`config.mk`:
```
export PLATFORM = sky130hd
export DESIGN_NAME = srcl_top
export DESIGN_NICKNAME = d
export VERILOG_FILES = /design/src/srcl_pkg.sv /design/src/srcl_div.sv /design/src/srcl_sync.sv /design/src/srcl_top.sv
export SDC_FILE = /design/constraint.sdc
export NUM_CORES = 1
export LEC_CHECK = 0
export ABC_AREA = 1
export BUFFER_PORTS_ARGS = -buffer_cell sky130_fd_sc_hd__buf_2
export CORE_MARGIN = 8
export CORE_UTILIZATION = 25
export DETAILED_ROUTE_END_ITERATION = 10
export GPL_ROUTABILITY_DRIVEN = 0
export PLACE_DENSITY_LB_ADDON = 0.15
export SYNTH_ARGS = -nofsm -noshare
export SYNTH_HDL_FRONTEND = slang
export SYNTH_SLANG_ARGS = --single-unit
```
`constraint.sdc`:
```
create_clock -name CLK -period 3.1 [get_ports CLK]
set_clock_uncertainty 0.1 [all_clocks]
set_input_delay 0.62 -clock CLK [delete_from_list [all_inputs] [get_ports CLK]]
set_output_delay 0.62 -clock CLK [all_outputs]
set_load 0.05 [all_outputs]
```
`src/srcl_pkg.sv`:
```
// Constants shared by the serial ROM configuration loader
package srcl_pkg;
	// Clock and two-wire bus timing
	localparam int CLK_PERIOD_NS = 100;
	localparam int SCL_PERIOD_NS = 10000;
	localparam int TICK_CYCLES   = SCL_PERIOD_NS / (4 * CLK_PERIOD_NS);

	// Two-wire device address and control bytes
	localparam logic [6:0] ROM_DEV_ADDR = 7'h50;
	localparam logic [7:0] ROM_START    = 8'h00;

	// ROM byte indexes
	localparam logic [4:0] ROM_MLMG     = 5'h00;
	localparam logic [4:0] ROM_VEND_LO  = 5'h01;
	localparam logic [4:0] ROM_VEND_HI  = 5'h02;
	localparam logic [4:0] ROM_SUBS_LO  = 5'h03;
	localparam logic [4:0] ROM_SUBS_HI  = 5'h04;
	localparam logic [4:0] ROM_LINK_LO  = 5'h05;
	localparam logic [4:0] ROM_MINI_PTR = 5'h06;
	localparam logic [4:0] ROM_GHI_0    = 5'h07;
	localparam logic [4:0] ROM_GHI_3    = 5'h0a;
	localparam logic [4:0] ROM_GLO_0    = 5'h0b;
	localparam logic [4:0] ROM_GLO_3    = 5'h0e;
	localparam logic [4:0] ROM_LINK_HI  = 5'h10;
	localparam logic [4:0] ROM_LAST     = 5'h10;

	// Bit positions
	localparam int ROM_PHY_BIT   = 6;
	localparam int HCC_PHY_BIT   = 23;
	localparam int LEC_UNFAIR    = 7;
	localparam int LEC_IDLE      = 2;
	localparam int LEC_ACCEL     = 1;
	localparam int LEC_THR_HI    = 13;
	localparam int LEC_THR_LO    = 12;
	localparam int ROM_THR_HI    = 5;
	localparam int ROM_THR_LO    = 4;

	// Register map, byte addresses
	localparam logic [7:0] REG_STATUS  = 8'h00;
	localparam logic [7:0] REG_CTRL    = 8'h04;
	localparam logic [7:0] REG_MLMG    = 8'h08;
	localparam logic [7:0] REG_VENDOR  = 8'h0c;
	localparam logic [7:0] REG_SUBSYS  = 8'h10;
	localparam logic [7:0] REG_HCC     = 8'h14;
	localparam logic [7:0] REG_LEC     = 8'h18;
	localparam logic [7:0] REG_GUID_HI = 8'h1c;
	localparam logic [7:0] REG_GUID_LO = 8'h20;
	localparam logic [7:0] REG_MINI    = 8'h24;

	// Field positions and reset values
	localparam int STAT_BUSY   = 0;
	localparam int STAT_DONE   = 1;
	localparam int STAT_ERR    = 2;
	localparam int CTRL_RELOAD = 0;
	localparam logic [15:0] RST_16 = 16'h0000;
	localparam logic [31:0] RST_32 = 32'h0000_0000;

	typedef enum logic [7:0] {
		ST_IDLE    = 8'h01,
		ST_START   = 8'h02,
		ST_SEND    = 8'h04,
		ST_SACK    = 8'h08,
		ST_RESTART = 8'h10,
		ST_RECV    = 8'h20,
		ST_MACK    = 8'h40,
		ST_STOP    = 8'h80
	} srcl_state_e;

	typedef enum logic [2:0] {
		PH_DEVW = 3'h1,
		PH_ADDR = 3'h2,
		PH_DEVR = 3'h4
	} srcl_phase_e;
endpackage

```
`src/srcl_div.sv`:
```
// Quarter-bit enable pulse divider
`timescale 1ns/100ps
module srcl_div #(
	parameter int COUNT = 25
) (
	input  wire logic clk,
	input  wire logic rst,
	input  wire logic en,
	output logic      tick
);
	logic [15:0] cnt_ff;

	always_ff @(posedge clk) begin
		if (rst || !en) begin
			cnt_ff <= 16'h0000;
			tick   <= 1'b0;
		end else if (cnt_ff == 16'(COUNT - 1)) begin
			cnt_ff <= 16'h0000;
			tick   <= 1'b1;
		end else begin
			cnt_ff <= cnt_ff + 16'h0001;
			tick   <= 1'b0;
		end
	end
endmodule

```
`src/srcl_sync.sv`:
```
// Two flip-flop synchroniser for pin inputs
`timescale 1ns/100ps
module srcl_sync #(
	parameter int WIDTH = 2
) (
	input  wire logic             clk,
	input  wire logic             rst,
	input  wire logic [WIDTH-1:0] d,
	output logic      [WIDTH-1:0] q
);
	logic [WIDTH-1:0] meta_ff;

	// Idle bus level is high, so reset to high
	always_ff @(posedge clk) begin
		if (rst) begin
			meta_ff <= '1;
			q       <= '1;
		end else begin
			meta_ff <= d;
			q       <= meta_ff;
		end
	end
endmodule

```
`src/srcl_top.sv`:
```
// Serial ROM configuration loader with AHB-Lite status registers
// Contract
// Read serial ROM after reset, load registers
// Retry every PCI target access while loading
// ROM byte 00h into latency/grant field
// Vendor and subsystem IDs, low byte first
// Byte 05h bit 6 to control bit 23
// Byte 05h bits 7,2,1 to link enhancement
// Byte 10h two bits to bits 13,12
// GUID high/low from bytes 07h-0Eh, lsbyte first
// Ascending reads; done after last byte stored
`timescale 1ns/100ps
module srcl_top
	import srcl_pkg::*;
#(
	parameter logic [6:0] DEV_ADDR = ROM_DEV_ADDR,
	parameter int         TICKS    = TICK_CYCLES
) (
	input  wire logic        CLK,
	input  wire logic        SYS_RST,
	input  wire logic        HSEL,
	input  wire logic [31:0] HADDR,
	input  wire logic [1:0]  HTRANS,
	input  wire logic        HWRITE,
	input  wire logic [2:0]  HSIZE,
	input  wire logic [31:0] HWDATA,
	input  wire logic        HREADY,
	output logic      [31:0] HRDATA,
	output logic             HREADYOUT,
	output logic             HRESP,
	input  wire logic        SCL_IN,
	output logic             SCL_OUT,
	output logic             SCL_OE_N,
	input  wire logic        SDA_IN,
	output logic             SDA_OUT,
	output logic             SDA_OE_N,
	input  wire logic        PCI_TGT_ACC,
	output logic             PCI_RETRY,
	output logic             LOAD_BUSY,
	output logic      [15:0] MLMG_FIELD,
	output logic      [15:0] VENDOR_FIELD,
	output logic      [15:0] SUBSYS_FIELD,
	output logic             PHY_PROGRAMMING_ALLOW,
	output logic      [15:0] LINK_ENH_FIELD,
	output logic      [31:0] GUID_HI,
	output logic      [31:0] GUID_LO
);
	srcl_state_e state_ff;
	srcl_phase_e phase_ff;
	logic [1:0]  q_ff;
	logic [2:0]  bit_ff;
	logic [7:0]  sh_ff;
	logic [4:0]  idx_ff;
	logic        scl_low_ff;
	logic        sda_low_ff;
	logic        start_pend_ff;
	logic        done_ff;
	logic        err_ff;
	logic [7:0]  mini_ff;
	logic        wr_ff;
	logic [7:0]  waddr_ff;
	logic [31:0] hrdata_ff;
	logic        scl_s;
	logic        sda_s;
	logic        tick;
	logic        busy;
	logic        step;
	logic        store;
	logic [7:0]  store_byte;
	logic        addr_ph;
	logic        reload;

	// Lane write into a 32-bit word
	function automatic logic [31:0] put_byte(input logic [31:0] w, input logic [1:0] lane,
		input logic [7:0] b);
		logic [31:0] r;
		r = w;
		r[8*lane +: 8] = b;
		return r;
	endfunction

	// Register read mux
	function automatic logic [31:0] rd_mux(input logic [7:0] a);
		logic [31:0] r;
		r = 32'h0000_0000;
		if (a == REG_STATUS) begin
			r[STAT_BUSY] = busy;
			r[STAT_DONE] = done_ff;
			r[STAT_ERR]  = err_ff;
		end else if (a == REG_MLMG) begin
			r[15:0] = MLMG_FIELD;
		end else if (a == REG_VENDOR) begin
			r[15:0] = VENDOR_FIELD;
		end else if (a == REG_SUBSYS) begin
			r[15:0] = SUBSYS_FIELD;
		end else if (a == REG_HCC) begin
			r[HCC_PHY_BIT] = PHY_PROGRAMMING_ALLOW;
		end else if (a == REG_LEC) begin
			r[15:0] = LINK_ENH_FIELD;
		end else if (a == REG_GUID_HI) begin
			r = GUID_HI;
		end else if (a == REG_GUID_LO) begin
			r = GUID_LO;
		end else if (a == REG_MINI) begin
			r[7:0] = mini_ff;
		end
		return r;
	endfunction

	srcl_sync #(
		.WIDTH (2)
	) u_sync (
		.clk (CLK),
		.rst (SYS_RST),
		.d   ({SCL_IN, SDA_IN}),
		.q   ({scl_s, sda_s})
	);

	srcl_div #(
		.COUNT (TICKS)
	) u_div (
		.clk  (CLK),
		.rst  (SYS_RST),
		.en   (busy),
		.tick (tick)
	);

	assign busy = (state_ff != ST_IDLE);
	// Any quarter after a release waits for the wire, else start/stop land in a stretch
	assign step = tick && !(!scl_low_ff && !scl_s);
	assign store = step && (state_ff == ST_RECV) && (q_ff == 2'd3) && (bit_ff == 3'd7);
	assign store_byte = {sh_ff[6:0], sda_s};

	// Open-drain pins only ever pull low
	assign SCL_OUT  = 1'b0;
	assign SDA_OUT  = 1'b0;
	assign SCL_OE_N = !scl_low_ff;
	assign SDA_OE_N = !sda_low_ff;

	assign LOAD_BUSY = busy;
	assign PCI_RETRY = busy && PCI_TGT_ACC;

	// Two-wire sequence: write pointer, restart, sequential read
	always_ff @(posedge CLK) begin
		if (SYS_RST) begin
			state_ff   <= ST_IDLE;
			phase_ff   <= PH_DEVW;
			q_ff       <= 2'd0;
			bit_ff     <= 3'd0;
			sh_ff      <= 8'h00;
			idx_ff     <= 5'h00;
			scl_low_ff <= 1'b0;
			sda_low_ff <= 1'b0;
		end else if (state_ff == ST_IDLE) begin
			q_ff <= 2'd0;
			if (start_pend_ff) begin
				state_ff <= ST_START;
				idx_ff   <= ROM_MLMG;
				phase_ff <= PH_DEVW;
			end
		end else if (step) begin
			q_ff <= q_ff + 2'd1;
			case (state_ff)
				ST_START, ST_RESTART: begin
					if (q_ff == 2'd0) begin
						scl_low_ff <= 1'b1;
						sda_low_ff <= 1'b0;
					end else if (q_ff == 2'd1) begin
						scl_low_ff <= 1'b0;
					end else if (q_ff == 2'd2) begin
						sda_low_ff <= 1'b1;
					end else begin
						scl_low_ff <= 1'b1;
						bit_ff     <= 3'd0;
						state_ff   <= ST_SEND;
						sh_ff      <= (state_ff == ST_START) ? {DEV_ADDR, 1'b0}
							: {DEV_ADDR, 1'b1};
					end
				end
				ST_SEND: begin
					if (q_ff == 2'd0) begin
						scl_low_ff <= 1'b1;
						sda_low_ff <= !sh_ff[7];
					end else if (q_ff == 2'd2) begin
						scl_low_ff <= 1'b0;
					end else if (q_ff == 2'd3) begin
						sh_ff  <= {sh_ff[6:0], 1'b0};
						bit_ff <= bit_ff + 3'd1;
						if (bit_ff == 3'd7) begin
							state_ff <= ST_SACK;
						end
					end
				end
				ST_SACK: begin
					if (q_ff == 2'd0) begin
						scl_low_ff <= 1'b1;
						sda_low_ff <= 1'b0;
					end else if (q_ff == 2'd2) begin
						scl_low_ff <= 1'b0;
					end else if (q_ff == 2'd3) begin
						if (sda_s) begin
							state_ff <= ST_STOP;
						end else if (phase_ff == PH_DEVW) begin
							phase_ff <= PH_ADDR;
							sh_ff    <= ROM_START;
							state_ff <= ST_SEND;
						end else if (phase_ff == PH_ADDR) begin
							phase_ff <= PH_DEVR;
							state_ff <= ST_RESTART;
						end else begin
							state_ff <= ST_RECV;
						end
					end
				end
				ST_RECV: begin
					if (q_ff == 2'd0) begin
						scl_low_ff <= 1'b1;
						sda_low_ff <= 1'b0;
					end else if (q_ff == 2'd2) begin
						scl_low_ff <= 1'b0;
					end else if (q_ff == 2'd3) begin
						sh_ff  <= store_byte;
						bit_ff <= bit_ff + 3'd1;
						if (bit_ff == 3'd7) begin
							state_ff <= ST_MACK;
						end
					end
				end
				ST_MACK: begin
					if (q_ff == 2'd0) begin
						scl_low_ff <= 1'b1;
						sda_low_ff <= (idx_ff != ROM_LAST);
					end else if (q_ff == 2'd2) begin
						scl_low_ff <= 1'b0;
					end else if (q_ff == 2'd3) begin
						if (idx_ff == ROM_LAST) begin
							state_ff <= ST_STOP;
						end else begin
							idx_ff   <= idx_ff + 5'h01;
							state_ff <= ST_RECV;
						end
					end
				end
				ST_STOP: begin
					if (q_ff == 2'd0) begin
						scl_low_ff <= 1'b1;
						sda_low_ff <= 1'b1;
					end else if (q_ff == 2'd2) begin
						scl_low_ff <= 1'b0;
					end else if (q_ff == 2'd3) begin
						sda_low_ff <= 1'b0;
						state_ff   <= ST_IDLE;
					end
				end
				default: begin
					state_ff <= ST_IDLE;
				end
			endcase
		end
	end

	// Load request: at reset release, then on software reload
	always_ff @(posedge CLK) begin
		if (SYS_RST) begin
			start_pend_ff <= 1'b1;
		end else if (reload) begin
			start_pend_ff <= 1'b1;
		end else if (state_ff == ST_IDLE) begin
			start_pend_ff <= 1'b0;
		end
	end

	// Completion and missing-acknowledge flags
	always_ff @(posedge CLK) begin
		if (SYS_RST) begin
			done_ff <= 1'b0;
			err_ff  <= 1'b0;
		end else if ((state_ff == ST_IDLE) && start_pend_ff) begin
			done_ff <= 1'b0;
			err_ff  <= 1'b0;
		end else if (step && (q_ff == 2'd3)) begin
			if ((state_ff == ST_SACK) && sda_s) begin
				err_ff <= 1'b1;
			end
			if ((state_ff == ST_MACK) && (idx_ff == ROM_LAST)) begin
				done_ff <= 1'b1;
			end
		end
	end

	// Loaded configuration fields
	always_ff @(posedge CLK) begin
		if (SYS_RST) begin
			MLMG_FIELD            <= RST_16;
			VENDOR_FIELD          <= RST_16;
			SUBSYS_FIELD          <= RST_16;
			PHY_PROGRAMMING_ALLOW <= 1'b0;
			LINK_ENH_FIELD        <= RST_16;
			GUID_HI               <= RST_32;
			GUID_LO               <= RST_32;
			mini_ff               <= 8'h00;
		end else if (store) begin
			if (idx_ff == ROM_MLMG) begin
				MLMG_FIELD <= {8'h00, store_byte};
			end else if (idx_ff == ROM_VEND_LO) begin
				VENDOR_FIELD[7:0] <= store_byte;
			end else if (idx_ff == ROM_VEND_HI) begin
				VENDOR_FIELD[15:8] <= store_byte;
			end else if (idx_ff == ROM_SUBS_LO) begin
				SUBSYS_FIELD[7:0] <= store_byte;
			end else if (idx_ff == ROM_SUBS_HI) begin
				SUBSYS_FIELD[15:8] <= store_byte;
			end else if (idx_ff == ROM_LINK_LO) begin
				PHY_PROGRAMMING_ALLOW      <= store_byte[ROM_PHY_BIT];
				LINK_ENH_FIELD[LEC_UNFAIR] <= store_byte[LEC_UNFAIR];
				LINK_ENH_FIELD[LEC_IDLE]   <= store_byte[LEC_IDLE];
				LINK_ENH_FIELD[LEC_ACCEL]  <= store_byte[LEC_ACCEL];
			end else if (idx_ff == ROM_MINI_PTR) begin
				mini_ff <= store_byte;
			end else if ((idx_ff >= ROM_GHI_0) && (idx_ff <= ROM_GHI_3)) begin
				GUID_HI <= put_byte(GUID_HI, 2'(idx_ff - ROM_GHI_0), store_byte);
			end else if ((idx_ff >= ROM_GLO_0) && (idx_ff <= ROM_GLO_3)) begin
				GUID_LO <= put_byte(GUID_LO, 2'(idx_ff - ROM_GLO_0), store_byte);
			end else if (idx_ff == ROM_LINK_HI) begin
				LINK_ENH_FIELD[LEC_THR_HI] <= store_byte[ROM_THR_HI];
				LINK_ENH_FIELD[LEC_THR_LO] <= store_byte[ROM_THR_LO];
			end
		end
	end

	// AHB-Lite slave, zero wait states, always OKAY
	assign HREADYOUT = 1'b1;
	assign HRESP     = 1'b0;
	assign HRDATA    = hrdata_ff;
	assign addr_ph   = HSEL && HTRANS[1] && HREADY;
	// Reload while busy is dropped to keep one sequence on the wires
	assign reload    = wr_ff && (waddr_ff == REG_CTRL) && HWDATA[CTRL_RELOAD] && !busy;

	always_ff @(posedge CLK) begin
		if (SYS_RST) begin
			wr_ff    <= 1'b0;
			waddr_ff <= 8'h00;
		end else if (HREADY) begin
			wr_ff    <= addr_ph && HWRITE;
			waddr_ff <= HADDR[7:0];
		end
	end

	// Read data captured in the address phase
	always_ff @(posedge CLK) begin
		if (SYS_RST) begin
			hrdata_ff <= RST_32;
		end else if (addr_ph && !HWRITE) begin
			hrdata_ff <= (HADDR[31:8] == 24'h000000) ? rd_mux(HADDR[7:0]) : RST_32;
		end
	end
endmodule
```
==> results of run 1 <==
-- worst register-to-register path: stages (launching register included) --
cell and delay, ns:
dfxtp_1 0.59, inv_1 0.21, ha_1 0.34, o211ai_1 0.21
nand2_1 0.08, nand2_1 0.15, nand2_2 0.18, inv_2 0.07
nand2_1 0.30, o21ai_0 0.29, a21oi_1 0.06
-- routing by layer --
layer / up-vias / global-route usage [%] / part of all wire (%)
met1: 4552 / 19.26 / 45
met4: 0 / 2.911 / 1.6
met2: 218 / 25.78 / 47
met5: - / 0 / 0
met3: 37 / 3.162 / 5.6
li1: 5111 / - / -
-- how the worst min path moves through the flow --
stage                                  from                 to  slack (ns)  cells past startpoint
after floorplan           u_sync.meta_ff[0]        u_sync.q[0]        0.29                      1
final                                SDA_IN  u_sync.meta_ff[0]        0.19                      2
after global placement    u_sync.meta_ff[1]        u_sync.q[1]        0.30                      1
after detailed placement  u_sync.meta_ff[1]        u_sync.q[1]        0.30                      1
after CTS                            SDA_IN  u_sync.meta_ff[0]        0.14                      2
after global routing                 SCL_IN  u_sync.meta_ff[1]        0.17                      2
-- stage by stage --
stage          setup WS, ns  utilization [%]  total power, mW  instances  hold WS [ns]
5_1_grt              0.1549            31.12            7.820       2190        0.1659
3_3_place_gp         0.4205            28.81            4.225       2141        0.2961
2_1_floorplan        0.5954                -            3.889       1477        0.2895
3_5_place_dp         0.3927            28.81            4.228       2141        0.2959
6_report             0.4073            31.12            7.428       2190        0.1863
4_1_cts              0.4152            31.12            7.570       2190        0.1447
-- area by class of cell --
type                    instances  area, µm²
repair buffers                213       1144
clock buffers                  39      820.8
inverters                     184      690.7
multi-input cells             998       4898
clock inverters                10      118.9
fillers                      4469      27930
well taps                     532      665.6
flip-flops and latches        214       4284
-- Yosys cell counts (2+ instances only) --
cell type,number
nand2_1,220
dfxtp_1,214
nor2_1,194
inv_1,165
a21oi_1,152
o21ai_0,130
nand3_1,82
clkbuf_1,44
o21ai_1,35
nor3_1,30
buf_4,26
inv_2,18
ha_1,15
nand4_1,14
nor2_2,13
o211ai_1,11
a211oi_1,10
buf_2,10
a31oi_1,7
nor3b_1,6
o2111ai_1,6
o21a_1,6
nand2_2,5
or2_2,5
nand3_2,4
nor2_4,4
nor4_1,4
nor3_2,3
xor2_1,3
a211oi_2,2
conb_1,2
nand3b_1,2
nand4_2,2
nor3_4,2
or2_1,2
-- kinds of logic (layout without fill, tap and decap cells) --
| logic type | Yosys count | after routing |
|---|---|---|
| simple gates | 595 | 595 |
| compound gates | 361 | 361 |
| buf+inv | 265 | 446 |
| flops | 214 | 214 |
| fa+ha+maj | 15 | 15 |
| xor+xnor | 4 | 4 |
| other cells | 2 | 23 |
-- report_power, final --
group,switching (mW),leakage [nW],internal (mW)
Clock,1.27,0.473,2.00
Sequential,0.0747,1.73,2.83
Combinational,0.956,3.29,0.300
-- placed cells by master (no fill, tap or decap), types with 14 or more instances in the layout --
cell / synthesis / layout
buf_2: 10 / 187
inv_2: 18 / 19
nand2_1: 220 / 220
a21oi_1: 152 / 152
o21ai_1: 35 / 35
o21ai_0: 130 / 130
nor2_1: 194 / 193
nand3_1: 82 / 82
nor2_2: 13 / 14
nand4_1: 14 / 14
inv_1: 165 / 164
dfxtp_1: 214 / 214
conb_1: 2 / 23
buf_4: 26 / 25
ha_1: 15 / 15
clkbuf_16: 0 / 27
nor3_1: 30 / 30
-- registers in the layout, summed over array words and instances, names as in the netlist, 2 cells and up --
register	flops
GUID_LO	32
u_div.cnt_ff	16
u_sync.meta_ff	2
bit_ff	3
state_ff	8
idx_ff	5
VENDOR_FIELD	16
GUID_HI	32
SUBSYS_FIELD	16
sh_ff	8
u_sync.q	2
phase_ff	3
LINK_ENH_FIELD	5
q_ff	2
MLMG_FIELD	8
HRDATA	32
mini_ff	8
waddr_ff	8
==> flow_summary.yaml, run 1 <==
worst_setup_path:
  critPathBufInv: 2
  startpoint: "idx_ff[0]"
  crit_chain: "inv_1 > ha_1 > o211ai_1 > nand2_1 > nand2_1 > nand2_2 > inv_2 > nand2_1 > o21ai_0 > a21oi_1"
  critPathMaxStageDelay_ns: 0.59
  crit_fanout: 16
  startpoint_type: "flop"
  reg2reg_depth: 10
  worstSetupPathType: "reg2reg"
  crit_top_cell: "nand2_1"
  cp.depth: 10
  slowest_stage: "dfxtp_1"
  cp-end-kind: "flop"
  r2r-end: "GUID_LO[18]"
  cp.required_ns: 3.43
  worstReg2RegStart: "idx_ff[0]"
  worstPathArrival_ns: 3.03
  crit_end: "GUID_LO[18]"
  rrSetupSlack_ns: 0.41
  cpLargestDelayFamily: "simple AND/OR/NAND/NOR gates"
synth:
  synth_flop_cell: "dfxtp_1"
  ys_types: 43
  synth.mux.area_fraction_pct: 0
  synth_xor_area_share_pct: 0.3433
  avgSynthCellArea_um2: 7.010
  syn_inst: 1456
  synth-simple-area-share_pct: 26.05
  synth_area_leaders: "dfxtp_1 (42%), nand2_1 (8.1%), a21oi_1 (7.5%)"
  synth-edff-count: 0
  synth-compound-area-share_pct: 18.89
  synth_top_family_by_area: "simple AND/OR/NAND/NOR gates"
  synth-async-reset-ratio_pct: 0
  synth_top_area_share_pct: 41.98
  synth_seq_cells: 214
  synth_warnings: 0
  netlist_area_mm2: 0.01021
  yosysTopAreaCell: "dfxtp_1"
  synthAdderAreaFrac_pct: 1.839
  yosysSeqAreaShare_pct: 41.98
sta:
  report.final.hold_viol_count: 0
  slew_violations: 0
  slew_headroom_pct: 60.47
  period_needed_ns: 2.693
  final.period_utilization_pct: 86.86
  fin_setup_tns_ns: 0
  finalSetupViolCount: 0
  grt_setup_unrepaired: "no"
  clock.fmax_mhz: 371.4
  tightest_slew_ns: 0.5924
cells_and_area:
  nNetsFinal: 1730
  drive_gt1_share_pct: 19.48
  antenna-diode-count: 0
  syn_to_final_growth_pct: 23.67
  stdcell_area_mm2: 0.01262
drt:
  drt_iter0_drc: 549
  drt-total-wl_um: 37390
  via_count: 9918
  drtPass1Iterations: 5
  vias_per_cell: 4.529
  postRouteAntennaNets: 0
  wire_per_inst_um: 17.07
  drc: 0
clock_network:
  clock_latency_ns: 0.57
  path_clk_slew_ns: 0.06
  clock_sinks: 214
  cts_root_buf: "clkbuf_16"
  cts_setup_buffers: 0
  cts_tree: "done"
  holdBufCountCts: 0
  clk_path_buf_depth: 3
  cts_buffers: 27
  htreeDepth: 1
  cts_resized: 0
grt:
  grt_overflow: 0
  first_global_vias: 9459
  antenna_found_initial: 0
  grt_pass1_wl_um: 56750
  grt_max_degree: 101
  grt.total_usage_pct: 15.03
die:
  rows: 74
  die_area_mm2: 0.04755
  core_region_area_mm2: 0.04055
  die-width_um: 218.1
  die_y_um: 218.1
  pin_count: 246
  start_util_pct: 25.17
placement:
  place_area_mm2: 0.01168
  hpwl_um: 28300
  numPortBuffers: 187
pwr:
  power_density_mw_per_mm2: 588.5
  power_leakage_nw: 5.495
  ir_worst_vdd_v: 0.0004362
min_path:
  hold_class: "in2reg"
flow_run:
  maxCapViolCount: 0
outcome:
  status: "complete, no violations"
(Power assumes the default switching activity.)
==> run 2, diff against run 1 <==
--- a/config.mk
+++ b/config.mk
@@ -12,6 +12,7 @@
 export DETAILED_ROUTE_END_ITERATION = 10
 export GPL_ROUTABILITY_DRIVEN = 0
 export PLACE_DENSITY_LB_ADDON = 0.15
+export REMOVE_ABC_BUFFERS = 1
 export SYNTH_ARGS = -nofsm -noshare
 export SYNTH_HDL_FRONTEND = slang
 export SYNTH_SLANG_ARGS = --single-unit
==> constraint.sdc (replaced) <==
create_clock -name CLK -period 2.4 [get_ports CLK]
set_clock_uncertainty 0.1 [all_clocks]
set_input_delay 0.48 -clock CLK [delete_from_list [all_inputs] [get_ports CLK]]
set_output_delay 0.48 -clock CLK [all_outputs]
set_load 0.05 [all_outputs]
==> run 2 against run 1 <==
Against the previous run:
- non-clock buffer count rose by 43
- register-to-register slack got worse by 0.31 ns
- global-route usage barely moved
- combinational power rose by 59%
- sequential share of layout area fell by 1.1 points
- critical path depth fell by 4
- via count rose by 0.57%
- clock-buffer cell count rose by 2
- sequential power rose by 29%
- critical endpoint is now LOAD_BUSY
- largest cell class unchanged
- largest power group unchanged
==> flow_summary.yaml, run 2 (same netlist as run 1, synthesis figures left out) <==
grt:
  grt_pass1_wl_um: 57080
  grt.total_usage_pct: 15.05
  antenna_found_initial: 2
  grt_overflow: 0
  grt_max_degree: 76
  first_global_vias: 9726
die:
  rows: 74
  pin_count: 246
  die_area_mm2: 0.04755
  start_util_pct: 25.17
  die-width_um: 218.1
  core_region_area_mm2: 0.04055
  die_y_um: 218.1
cells_and_area:
  nNetsFinal: 1774
  drive_gt1_share_pct: 22.12
  final_core_util_pct: 32.24
  final_common_cell: "nand2_1"
  antenna-diode-count: 0
  final_cell_mix: "nand2_1 (218), dfxtp_1 (209), nor2_1 (190)"
  stdcell_count: 2236
  stdcell_area_mm2: 0.01308
  syn_to_final_growth_pct: 28.11
sta:
  finalSetupViolCount: 0
  final.period_utilization_pct: 96.15
  fin_hold_ws_ns: 0.02646
  tightest_slew_ns: 0.7442
  slew_violations: 0
  report.final.hold_viol_count: 0
  period_needed_ns: 2.307
  clock.fmax_mhz: 433.4
  slew_headroom_pct: 50.39
clock_network:
  clock_latency_ns: 0.55
  cts_buffers: 28
  htreeDepth: 1
  clock_sinks: 214
  path_clk_slew_ns: 0.06
  cts_root_buf: "clkbuf_16"
  clk_path_buf_depth: 3
  cts_tree: "done"
worst_setup_path:
  startpoint_type: "flop"
  worstReg2RegStart: "idx_ff[0]"
  cp-end-kind: "output pin"
  worstSetupPathType: "reg2out"
  crit_fanout: 6
  cp.required_ns: 1.82
  startpoint: "state_ff[6]"
  worstPathArrival_ns: 1.73
pwr:
  power_density_mw_per_mm2: 763.0
  total_power_mw: 9.976
  power_leakage_nw: 5.721
  ir_worst_vdd_v: 0.0005559
drt:
  vias_per_cell: 4.461
  via_count: 9975
  drc: 0
  drtPass1Iterations: 7
  drt-total-wl_um: 37230
  wire_per_inst_um: 16.65
  postRouteAntennaNets: 0
  drt_iter0_drc: 451
flow_run:
  maxCapViolCount: 0
placement:
  numPortBuffers: 187
  hpwl_um: 28520
  placedCellCount: 2182
  place_area_mm2: 0.01203
min_path:
  hold_start: "SDA_IN"
  hold_class: "in2reg"
outcome:
  status: "complete, no violations"
run 2: changes by cell type in the layout (fill, tap and decap cells not counted), sizes merged:
cell,previous run,this run
buf,213,256
clkbuf,39,41
clkinv,8,9
clkinvlp,0,1
inv,184,183
run 2: final cells by class:
cell class / count / area [µm²]
clock buffers: 41 / 830.8
clock inverters: 11 / 115.1
repair buffers: 256 / 1506
inverters: 184 / 690.7
flip-flops and latches: 214 / 4290
fillers: 4482 / 27480
well taps: 532 / 665.6
multi-input cells: 998 / 4976
run 2: path summary, 6_finish.rpt:
path | slack [ns] | endpoint | cells after the start
max | 0.09 | LOAD_BUSY | 6
min | 0.03 | u_sync.meta_ff[0] | 2
max reg2reg | 0.10 | MLMG_FIELD[2] | 8
min reg2reg | 0.31 | u_sync.q[1] | 1
run 2: power by group:
part           switching, mW  leakage (nW)  internal (mW)
Combinational           1.38          3.52          0.616
Clock                   1.63         0.468           2.61
Sequential            0.0880          1.73           3.65
run 2: metrics by stage:
| step | setup TNS (ns) | setup slack [ns] |
|---|---|---|
| final | 0 | 0.09250 |
| after global placement | -0.003800 | -0.003800 |
| after CTS | 0 | 0.01664 |
| after global routing | -0.04397 | -0.01940 |
| after floorplan | -2.981 | -0.1742 |
| after detailed placement | 0 | 0.03887 |
run 2: what timing repair did:
item | 4_1_cts | 5_1_grt
gates resized for setup | 1 | 24
hold buffers | 0 | 0
pin swaps | 1 | 5
endpoints found under the setup margin | 1 | 57
buffers inserted | 1 | 1
endpoints found under the hold margin | 0 | 0
run 2: critical path, cell delays in order (launching register included):
cell,delay [ns]
dfxtp_1,0.34
nor2_2,0.18
nand2_4,0.11
nor2_4,0.11
inv_2,0.09
buf_4,0.16
buf_4,0.18
run 2: routing by layer:
metal | vias to the layer above | wire length, µm | global-route usage [%]
li1 | 5184 | - | -
met1 | 4530 | 16980 | 19.22
met2 | 214 | 17060 | 25.03
met3 | 43 | 2457 | 3.800
met4 | 4 | 712 | 3.807
met5 | - | 22 | 0
